**src/shared/sbes_pkg.sv**
```systemverilog
package sbes_pkg;

  localparam int unsigned SBES_BYTE_W    = 8;
  localparam int unsigned SBES_EXT_W     = 16;

  // Summary byte bit positions
  localparam int unsigned SB_ERR_Q_BIT   = 2;
  localparam int unsigned SB_EXT_SUM_BIT = 3;
  localparam int unsigned SB_OUT_Q_BIT   = 4;
  localparam int unsigned SB_STD_SUM_BIT = 5;
  localparam int unsigned SB_MASTER_BIT  = 6;

  // Bits that never read as one in the summary byte
  localparam logic [7:0] SB_UNUSED_MASK  = 8'h83;
  // Service enable bit that ignores writes and reads as zero
  localparam logic [7:0] SRE_WR_MASK     = 8'hBF;

  // Standard event latch bit positions
  localparam int unsigned EV_OP_DONE_BIT = 0;
  localparam int unsigned EV_REQ_CTL_BIT = 1;
  localparam int unsigned EV_QUERY_BIT   = 2;
  localparam int unsigned EV_DEVICE_BIT  = 3;
  localparam int unsigned EV_EXEC_BIT    = 4;
  localparam int unsigned EV_CMD_BIT     = 5;
  localparam int unsigned EV_USER_BIT    = 6;
  localparam int unsigned EV_POWER_BIT   = 7;

  // Bits held at zero in the standard event latch
  localparam logic [7:0] EV_LIVE_MASK    = 8'hBD;

  // Reset values
  localparam logic [7:0] EV_RESET        = 8'h80;
  localparam logic [7:0] ESE_RESET       = 8'h00;
  localparam logic [7:0] SRE_RESET       = 8'h00;
  localparam logic [7:0] BYTE_ZERO       = 8'h00;

  // Which value a response carries
  typedef enum logic [2:0] {
    SBES_RSP_NONE = 3'b000,
    SBES_RSP_POLL = 3'b001,
    SBES_RSP_STB  = 3'b010,
    SBES_RSP_ESR  = 3'b011,
    SBES_RSP_SRE  = 3'b100,
    SBES_RSP_ESE  = 3'b101
  } sbes_rsp_e;

endpackage : sbes_pkg

```
**src/shared/sbes_if.sv**
```systemverilog
`timescale 1ns/1ps
interface sbes_if;
  import sbes_pkg::*;

  logic                   ce;
  logic [SBES_BYTE_W-1:0] ev_set;
  logic                   ev_clear;
  logic                   ese_wr;
  logic                   sre_wr;
  logic [SBES_BYTE_W-1:0] wdata;
  logic [SBES_BYTE_W-1:0] std_event;
  logic [SBES_BYTE_W-1:0] ese_mask;
  logic                   std_summary;
  logic                   err_q;
  logic                   out_q;
  logic                   ext_sum;
  logic                   poll_done;
  logic [SBES_BYTE_W-1:0] summary_byte;
  logic                   request_service_latch;
  logic [SBES_BYTE_W-1:0] sre_mask;

  modport ctl (
    output ce, ev_set, ev_clear, ese_wr, sre_wr, wdata,
    output err_q, out_q, ext_sum, poll_done,
    input  std_event, ese_mask, summary_byte, request_service_latch, sre_mask
  );
  modport evt (
    input  ce, ev_set, ev_clear, ese_wr, wdata,
    output std_event, ese_mask, std_summary
  );
  modport sum (
    input  ce, sre_wr, wdata, std_summary, err_q, out_q, ext_sum,
    input  poll_done,
    output summary_byte, request_service_latch, sre_mask
  );
endinterface : sbes_if

```
**src/hdl/sbes_event_latch.sv**
```systemverilog
`timescale 1ns/1ps
module sbes_event_latch
  import sbes_pkg::*;
(
  input wire logic clk,
  input wire logic reset,
  sbes_if.evt      bus
);
  import sbes_pkg::*;

  logic [SBES_BYTE_W-1:0] event_reg;
  logic [SBES_BYTE_W-1:0] event_next;
  logic [SBES_BYTE_W-1:0] ese_reg;
  logic [SBES_BYTE_W-1:0] ese_next;

  always_comb begin
    event_next = event_reg;
    ese_next   = ese_reg;
    if (bus.ce) begin
      // New events win over a clear in the same cycle
      if (bus.ev_clear) begin
        event_next = BYTE_ZERO;
      end
      event_next = (event_next | bus.ev_set) & EV_LIVE_MASK;
      if (bus.ese_wr) begin
        ese_next = bus.wdata;
      end
    end
  end

  always_ff @(posedge clk or posedge reset) begin
    if (reset) begin
      event_reg <= EV_RESET;
      ese_reg   <= ESE_RESET;
    end else begin
      event_reg <= event_next;
      ese_reg   <= ese_next;
    end
  end

  assign bus.std_event   = event_reg;
  assign bus.ese_mask    = ese_reg;
  assign bus.std_summary = |(event_reg & ese_reg);

endmodule : sbes_event_latch

```
**src/hdl/sbes_summary.sv**
```systemverilog
`timescale 1ns/1ps
module sbes_summary
  import sbes_pkg::*;
(
  input wire logic clk,
  input wire logic reset,
  sbes_if.sum      bus
);
  import sbes_pkg::*;

  logic [SBES_BYTE_W-1:0] sre_reg;
  logic [SBES_BYTE_W-1:0] sre_next;
  logic                   rqs_reg;
  logic                   rqs_next;
  logic                   master_prev_reg;
  logic                   master_prev_next;
  logic [SBES_BYTE_W-1:0] raw_byte;
  logic                   master_summary;

  always_comb begin
    raw_byte                 = BYTE_ZERO;
    raw_byte[SB_ERR_Q_BIT]   = bus.err_q;
    raw_byte[SB_EXT_SUM_BIT] = bus.ext_sum;
    raw_byte[SB_OUT_Q_BIT]   = bus.out_q;
    raw_byte[SB_STD_SUM_BIT] = bus.std_summary;
  end

  // Bit 6 of the enable never stores, so it cannot feed itself
  assign master_summary = |(raw_byte & sre_reg);

  always_comb begin
    sre_next         = sre_reg;
    rqs_next         = rqs_reg;
    master_prev_next = master_prev_reg;
    if (bus.ce) begin
      if (bus.sre_wr) begin
        sre_next = bus.wdata & SRE_WR_MASK;
      end
      master_prev_next = master_summary;
      if (bus.poll_done || !master_summary) begin
        rqs_next = 1'b0;
      end
      // A rising summary beats a poll clear in the same cycle
      if (master_summary && !master_prev_reg) begin
        rqs_next = 1'b1;
      end
    end
  end

  always_ff @(posedge clk or posedge reset) begin
    if (reset) begin
      sre_reg         <= SRE_RESET;
      rqs_reg         <= 1'b0;
      master_prev_reg <= 1'b0;
    end else begin
      sre_reg         <= sre_next;
      rqs_reg         <= rqs_next;
      master_prev_reg <= master_prev_next;
    end
  end

  always_comb begin
    bus.summary_byte                = raw_byte;
    bus.summary_byte[SB_MASTER_BIT] = master_summary;
  end
  assign bus.request_service_latch      = rqs_reg;
  assign bus.sre_mask = sre_reg;

endmodule : sbes_summary

```
**src/hdl/sbes_top.sv**
```systemverilog
// Notes on behaviour
// - Bit 2 shows error queue not empty
// - Bit 3 is masked extended event OR
// - Bit 4 shows output queue not empty
// - Bit 5 is masked standard event OR
// - Master summary ORs enabled bits except six
// - Service latch sets on rise, clears poll/fall
// - Service request raised when bit six rises
// - Zero enable bit blocks summary and request
// - Status query reports master summary, clears nothing
// - Serial poll reports latch, clears latch only
// - Clear command clears event latch, not byte
// - Clear keeps output queue unless after terminator
// - Power-on flag set at switch-on
// - User request and request control stay zero
// - Command syntax error sets bit 5
// - Execution error sets bit 4
// - Device error sets bit 3
// - Query error sets bit 2
// - Operation complete sets bit 0
// - Zero event enable blocks event summary
// - Event query clears whole event latch
// - Clear command clears event latch; restart loads power-on flag only
// - Enable bit six ignored, reads zero
// - Operation complete set at once on command
`timescale 1ns/1ps
module sbes_top
  import sbes_pkg::*;
#(
  parameter int unsigned EXT_W = SBES_EXT_W
) (
  input  wire logic                           clk,
  input  wire logic                           reset,
  input  wire logic                           ce,
  // Command strobes from the message parser
  input  wire logic                           cmd_clear_status,
  input  wire logic                           cmd_after_terminator,
  input  wire logic                           cmd_op_complete,
  input  wire logic                           cmd_event_query,
  input  wire logic                           cmd_status_query,
  input  wire logic                           cmd_serial_poll,
  input  wire logic                           cmd_sre_write,
  input  wire logic                           cmd_sre_query,
  input  wire logic                           cmd_ese_write,
  input  wire logic                           cmd_ese_query,
  input  wire logic [sbes_pkg::SBES_BYTE_W-1:0] cmd_wdata,
  // Event pulses
  input  wire logic                           command_error_flag,
  input  wire logic                           execution_error_flag,
  input  wire logic                           device_error_flag,
  input  wire logic                           query_error_flag,
  // Queue levels and extended event state
  input  wire logic                           error_queue_nonempty,
  input  wire logic                           output_queue_nonempty,
  input  wire logic [EXT_W-1:0]               ext_event,
  input  wire logic [EXT_W-1:0]               ext_enable,
  // Answers
  output logic                                rsp_valid,
  output logic [sbes_pkg::SBES_BYTE_W-1:0]    rsp_data,
  output logic                                service_request,
  output logic                                output_queue_clear,
  output logic [sbes_pkg::SBES_BYTE_W-1:0]    service_summary_byte,
  output logic [sbes_pkg::SBES_BYTE_W-1:0]    standard_event_latch
);
  import sbes_pkg::*;

  sbes_if bus ();

  logic [EXT_W-1:0]       ext_hit;
  logic [SBES_BYTE_W-1:0] ev_set;
  sbes_rsp_e              rsp_sel;

  logic                   rsp_valid_reg;
  logic                   rsp_valid_next;
  logic [SBES_BYTE_W-1:0] rsp_data_reg;
  logic [SBES_BYTE_W-1:0] rsp_data_next;
  logic                   srq_reg;
  logic                   srq_next;
  logic                   oq_clear_reg;
  logic                   oq_clear_next;
  logic [SBES_BYTE_W-1:0] sb_out_reg;
  logic [SBES_BYTE_W-1:0] sb_out_next;
  logic [SBES_BYTE_W-1:0] ev_out_reg;
  logic [SBES_BYTE_W-1:0] ev_out_next;
  logic                   poll_reg;
  logic                   poll_next;

  // Per-bit extended event masking
  genvar gi;
  generate
    for (gi = 0; gi < EXT_W; gi++) begin : g_ext
      assign ext_hit[gi] = ext_event[gi] & ext_enable[gi];
    end
  endgenerate

  // Event sources into the standard event latch
  always_comb begin
    ev_set                 = BYTE_ZERO;
    ev_set[EV_CMD_BIT]     = command_error_flag;
    ev_set[EV_EXEC_BIT]    = execution_error_flag;
    ev_set[EV_DEVICE_BIT]  = device_error_flag;
    ev_set[EV_QUERY_BIT]   = query_error_flag;
    ev_set[EV_OP_DONE_BIT] = cmd_op_complete;
  end

  assign bus.ce        = ce;
  assign bus.ev_set    = ev_set;
  assign bus.ev_clear  = cmd_clear_status | cmd_event_query;
  assign bus.ese_wr    = cmd_ese_write;
  assign bus.sre_wr    = cmd_sre_write;
  assign bus.wdata     = cmd_wdata;
  assign bus.err_q     = error_queue_nonempty;
  assign bus.out_q     = output_queue_nonempty;
  assign bus.ext_sum   = |ext_hit;
  assign bus.poll_done = poll_reg;

  sbes_event_latch u_event (
    .clk   (clk),
    .reset (reset),
    .bus   (bus.evt)
  );

  sbes_summary u_summary (
    .clk   (clk),
    .reset (reset),
    .bus   (bus.sum)
  );

  // One query answered per cycle; serial poll has priority
  always_comb begin
    if (cmd_serial_poll) begin
      rsp_sel = SBES_RSP_POLL;
    end else if (cmd_status_query) begin
      rsp_sel = SBES_RSP_STB;
    end else if (cmd_event_query) begin
      rsp_sel = SBES_RSP_ESR;
    end else if (cmd_sre_query) begin
      rsp_sel = SBES_RSP_SRE;
    end else if (cmd_ese_query) begin
      rsp_sel = SBES_RSP_ESE;
    end else begin
      rsp_sel = SBES_RSP_NONE;
    end
  end

  always_comb begin
    rsp_valid_next = rsp_valid_reg;
    rsp_data_next  = rsp_data_reg;
    srq_next       = srq_reg;
    oq_clear_next  = oq_clear_reg;
    sb_out_next    = sb_out_reg;
    ev_out_next    = ev_out_reg;
    poll_next      = poll_reg;
    if (ce) begin
      rsp_valid_next = (rsp_sel != SBES_RSP_NONE);
      case (rsp_sel)
        SBES_RSP_POLL: begin
          rsp_data_next = bus.summary_byte;
          rsp_data_next[SB_MASTER_BIT] = bus.request_service_latch;
        end
        SBES_RSP_STB: begin
          rsp_data_next = bus.summary_byte;
        end
        SBES_RSP_ESR: begin
          rsp_data_next = bus.std_event;
        end
        SBES_RSP_SRE: begin
          rsp_data_next = bus.sre_mask;
        end
        SBES_RSP_ESE: begin
          rsp_data_next = bus.ese_mask;
        end
        default: begin
          rsp_data_next = rsp_data_reg;
        end
      endcase
      // Latch is cleared the cycle after the polled byte is taken
      poll_next = (rsp_sel == SBES_RSP_POLL);
      srq_next  = bus.request_service_latch;
      oq_clear_next = cmd_clear_status & cmd_after_terminator;
      sb_out_next = bus.summary_byte & ~SB_UNUSED_MASK;
      ev_out_next = bus.std_event;
    end
  end

  always_ff @(posedge clk or posedge reset) begin
    if (reset) begin
      rsp_valid_reg <= 1'b0;
      rsp_data_reg  <= BYTE_ZERO;
      srq_reg       <= 1'b0;
      oq_clear_reg  <= 1'b0;
      sb_out_reg    <= BYTE_ZERO;
      ev_out_reg    <= EV_RESET;
      poll_reg      <= 1'b0;
    end else begin
      rsp_valid_reg <= rsp_valid_next;
      rsp_data_reg  <= rsp_data_next;
      srq_reg       <= srq_next;
      oq_clear_reg  <= oq_clear_next;
      sb_out_reg    <= sb_out_next;
      ev_out_reg    <= ev_out_next;
      poll_reg      <= poll_next;
    end
  end

  assign rsp_valid            = rsp_valid_reg;
  assign rsp_data             = rsp_data_reg;
  assign service_request      = srq_reg;
  assign output_queue_clear   = oq_clear_reg;
  assign service_summary_byte = sb_out_reg;
  assign standard_event_latch = ev_out_reg;

endmodule : sbes_top

```
**config.mk**
```make
export PLATFORM = sky130hd
export DESIGN_NAME = sbes_top
export DESIGN_NICKNAME = d
export VERILOG_FILES = /design/src/shared/sbes_pkg.sv /design/src/shared/sbes_if.sv /design/src/hdl/sbes_event_latch.sv /design/src/hdl/sbes_summary.sv /design/src/hdl/sbes_top.sv
export SDC_FILE = /design/constraint.sdc
export NUM_CORES = 1
export LEC_CHECK = 0
export ABC_AREA = 1
export BUFFER_PORTS_ARGS = -buffer_cell sky130_fd_sc_hd__clkbuf_2
export CAP_MARGIN = 20
export CORE_ASPECT_RATIO = 0.75
export CORE_UTILIZATION = 50
export CTS_CLUSTER_SIZE = 20
export DETAILED_ROUTE_END_ITERATION = 6
export PLACE_DENSITY = 0.82
export SYNTH_ARGS = -nofsm -noshare
export SYNTH_HDL_FRONTEND = slang
export SYNTH_SLANG_ARGS = --single-unit
```
**constraint.sdc**
```tcl
create_clock -name clk -period 3 [get_ports clk]
set_input_delay 0.6 -clock clk [delete_from_list [all_inputs] [get_ports clk]]
set_output_delay 0.6 -clock clk [all_outputs]
set_load 0.03 [all_outputs]
```
# --- Yosys cells after proc, flatten, opt, wreduce, memory -nomap -nowiden ---
# Cells that the tools add are included.
word_totals:
  regBits: 46
  inputBits: 59
  out_inout_bits: 27
classes:
  n_reduce_logical: 14
  bitwise: 21
  n_mux: 10
  n_eq_ne: 5
op_table:
  columns: ["cell", "count"]
  rows:
  - ["$pmux W8 S5", 1]
  - ["$and A1 B1 Y1", 17]
  - ["$mux W8", 2]
  - ["$reduce_or A16 Y1", 1]
  - ["$reduce_or A8 Y1", 2]
  - ["$mux W3", 5]
  - ["$and A6 B8 Y8", 1]
  - ["$and A8 B8 Y8", 1]
  - ["$or A8 B6 Y8", 1]
  - ["$reduce_and A2 Y1", 4]
  - ["$eq A3 B2 Y1 const B", 2]
  - ["$eq A3 B3 Y1 const B", 2]
  - ["$reduce_bool A5 Y1", 1]
  - ["$eq A3 B1 Y1 const B", 1]
  - ["$reduce_bool A3 Y1", 1]
  - ["$logic_not A1 Y1", 2]
  - ["$mux W1", 2]
  - ["$reduce_bool A2 Y1", 1]
  - ["$logic_and A1 B1 Y1", 1]
  - ["$logic_or A1 B1 Y1", 1]
  - ["$or A1 B1 Y1", 1]

# --- Logic depth before layout (Yosys ltp) ---
logic_depth:
  ltp_word: 8
  ltp_mapped: 10
  depth_no_buf: 10

# --- By module ---
# From an unflattened synthesis, not the netlist that was laid out.
unflattened:
  hier_cells: 316
  area_unflattened_um2: 2551.2
modules_own_cells:
  columns: ["module", "cells_each", "n_inst", "area_per_inst_um2", "seq_area_each_um2"]
  rows:
  - ["sbes_top", 178, 1, 1401.3, 626.9]
  - ["sbes_event_latch", 77, 1, 669.4, 351.6]
  - ["sbes_summary", 61, 1, 480.5, 225.2]

# --- Least setup slack after synthesis ---
# No wires, ideal clock.
synth_path:
  path_kind: "input -> register"
  start: "input cmd_ese_query"
  end: "register rsp_data_reg[1], in the netlist rsp_data[1]"
  n_path_buf: 1
  setup_ns: 0.118
  path_stages: 7
  arrival_ns: 1.459
  path_slack_ns: 1.423
  cell_sequence: "or2_1 nand3_2 nand2_4 o21ai_4 buf_6 a21oi_1 a21o_1"
synth_between:
  elab_chain_len: 8
synth_lines:
  columns: ["element", "line", "source"]
  rows:
  - ["start, declared", "sbes_top.sv:45", "input wire logic cmd_ese_query,"]
  - ["$mux W3 (*)", "sbes_top.sv:139", "end else if (cmd_ese_query) begin"]
  - ["$mux W3 (*)", "sbes_top.sv:137", "end else if (cmd_sre_query) begin"]
  - ["$mux W3 (*)", "sbes_top.sv:135", "end else if (cmd_event_query) begin"]
  - ["$mux W3 (*)", "sbes_top.sv:133", "end else if (cmd_status_query) begin"]
  - ["$mux W3 (*)", "sbes_top.sv:131", "if (cmd_serial_poll) begin"]
  - ["$eq A3 B1 Y1, or another cell as far along", "sbes_top.sv:156", "case (rsp_sel)"]
  - ["$reduce_bool A5 Y1 (no line)", null, null]
  - ["$reduce_and A2 Y1 (no line)", null, null]
  - ["end signal, assigned", "sbes_top.sv:197", "rsp_data_reg <= rsp_data_next;"]
  - ["end, declared", "sbes_top.sv:75", "logic [SBES_BYTE_W-1:0] rsp_data_reg;"]
# Every way passes the cells marked *; elsewhere a longest branch is shown, timed or not.
# A chain may end at the register's enable or synchronous reset.

==> impl_metrics.tcl <==
set metrics [dict create \
    run_status "finished, final reports clean" \
    clockPowerShare 0.279 \
    cts_resized 0 \
    critical_path.endpoint_type "register" \
    hold_viol_final 0 \
    drtIter0Drc 159 \
    nNetsFinal 425 \
    ioPinCount 86 \
    grt_pass1_vias 2003 \
    hpwl_mm 3.85 \
    grt_overflow 0 \
    initial_utilization 0.531 \
    cts_made_buffers 5 \
    cp.required_ns 3.18 \
    clockRootBuffer "clkbuf_8" \
    final_antenna_net_count 0 \
    worst_pin_slew_ns 0.533 \
    slew_headroom 0.645 \
    syn2layout_area_growth_pct 23.4 \
    dr_total_vias 2028 \
    synth_area_per_cell_um2 7.64 \
    gr-max-usage-layer "met2" \
    synth_seq_area_share 0.515 \
    async_flop_share 1.00 \
    worstPathArrival_ns 1.82 \
    num_rows 20 \
    ys_types 26 \
    synth.top_cells.by_area "dfrtp_1, nand2_1, o21ai_0, inv_1, nor2_1" \
    clk_pin_slew_ns 0.09 \
    netlist_area_um2 2190 \
    diodes 0 \
    ys.flop_type "dfrtp_1" \
    grt.total_usage 0.247 \
    combPwrFrac 0.225 \
    swShare 0.323 \
    antenna_found_initial 0 \
    power.leakage_uw 0.00153 \
    wire_per_inst_um 11.7 \
    die_height_um 59.4 \
    drv_slew 0 \
    fin_crit_sh 0.548 \
    clockBufferDepth 2 \
    critPathTopFamily "buffers and inverters" \
    skew_ns 0.00997 \
    insertion_delay_ns 0.30 \
    use_met3 0.0569 \
    slowest_delay_ns 0.38 \
    h-tree-depth 2 \
    postLayoutCellArea_um2 2710 \
    cts_sinks 45 \
    ys_warn_count 0 \
    ctsHoldBuffers 0 \
    rsz0062_at_grt "no" \
    synth_top_area_frac 0.491 \
    worst_setup_path_start_kind "input port" \
    pwr-share-seq 0.496 \
    use_met1 0.334 \
    yosys.area.top_type "dfrtp_1" \
    min_period_ns 1.64 \
    synth_edf_count 0 \
    netlist_instances 287 \
    place_inst 414 \
    grt_pass1_wl_mm 8.65 \
    fin_cells 422 \
    viasPerCell 4.81 \
    yosys-top-cells-count "nand2_1, dfrtp_1, o21ai_0" \
    setup_tns_ns 0 \
    cts_tree "yes" \
    cp_cell_sequence "clkbuf_2 -> inv_1 -> nor2_1 -> o21ai_0" \
    critPathBufInv 2 \
    p_sw_uw 477 \
    cts_setup_buffers 0 \
    irDropWorstVdd_mv 0.332 \
    dr.pass1.iters 5 \
    max-cap-violations 0 \
    die_x_um 78.5 \
    route.detailed.drc 0 \
    crit_type "in2reg" \
    fp.coreArea_um2 4130 \
    max_freq_ghz 0.608 \
    yosysMostFrequentCell "nand2_1" \
    grt_max_degree 46 \
    powerDensity_nw_per_um2 546 \
    min_path_type "in2async" \
    drive_above_1_share 0.278 \
    critical_path_peak_fanout 22 \
    grt_util_met2 0.397 \
    setup_viol 0 \
    cell_internal_pwr_uw 1000 \
    dpl_cell_area_um2 2610 \
    drt_wl_total_mm 4.96 \
    portBuffers 80 \
    cp_slowest_cell "inv_1" \
    gp_congestion 0.940 \
    synth-seq-cells 45 \
    dieArea_um2 4660 \
]
[per-layer routing]
metal,share of wire,vias to the layer above
li1,-,1040
met1,0.48,914
met2,0.45,66
met4,0.013,0
met3,0.057,8
met5,0,-
[area by class of cell]
| class | instances | area (um2) |
|---|---|---|
| Fill cell | 368 | 1420 |
| Sequential cell | 45 | 1130 |
| Multi-Input combinational cell | 208 | 906 |
| Timing Repair Buffer | 81 | 408 |
| Clock buffer | 7 | 96.3 |
| Inverter | 25 | 93.8 |
| Tap cell | 55 | 68.8 |
| Clock inverter | 1 | 5.00 |
[worst register-to-register path, cell delays in order, from the launching register on]
cell	delay (ns)
dfrtp_1	0.41
nand2_1	0.08
nand2_1	0.05
nor2_1	0.13
nand2_1	0.11
a21oi_1	0.14
nand2_1	0.13
nand2_1	0.09
nand2_1	0.05
nand2_1	0.07
nand2_1	0.05
[cell families (layout without fill, tap and decap cells)]
logic type / count (synthesis) / in the layout / synth area share
buf+inv: 38 / 114 / 0.0793
flops: 45 / 45 / 0.515
compound gates: 41 / 41 / 0.106
other cells: 1 / 5 / 0.00171
simple gates: 161 / 161 / 0.294
mux: 1 / 1 / 0.00513
[cell usage in the layout (no fill, tap or decap)]
cell	n
clkinv_1	1
dfstp_2	2
clkinv_2	1
nor2_2	3
inv_1	23
a21oi_1	5
inv_2	1
clkbuf_2	80
a31oi_1	1
clkbuf_8	7
nand2_1	125
buf_4	1
o21ai_0	30
a21oi_2	1
nand2_2	1
dfrtp_1	43
nand3_2	1
a21o_1	1
o21ai_2	1
nand3_1	11
o21ai_4	1
a22o_1	1
conb_1	5
nand2_4	1
or2_1	1
mux2_2	1
nor2_1	18
[per-stage QoR]
stage / total power [uW] / utilization / setup slack, ns / hold slack (ns)
6_report: 1480 / 0.655 / 1.36 / 0.398
5_1_grt: 1550 / 0.655 / 1.17 / 0.452
4_1_cts: 1480 / 0.655 / 1.37 / 0.423
3_5_place_dp: 1080 / 0.631 / 1.04 / 0.467
3_3_place_gp: 1070 / 0.631 / 1.10 / 0.460
2_1_floorplan: 966 / - / 1.34 / 0.448
[final timing paths]
check	depth (start not counted)	slack (ns)	start	to
max	4	1.36	ce	u_event.bus.std_event[3]
min	3	0.40	reset	service_summary_byte[2]
max reg2reg	10	1.61	u_event.bus.ese_mask[4]	u_summary.bus.request_service_latch
min reg2reg	2	0.48	service_summary_byte[4]	service_summary_byte[4]
max in group asynchronous	3	2.22	reset	standard_event_latch[7]
min in group clk	2	0.48	service_summary_byte[4]	service_summary_byte[4]
[power groups by stage]
stage	sequential (uW)	combinational, uW	clock (uW)
floorplan	802	163	0
global placement	743	327	0
detailed placement	744	333	0
CTS	733	334	414
global route	742	372	439
finish	733	332	411
(Power assumes the default switching activity.)
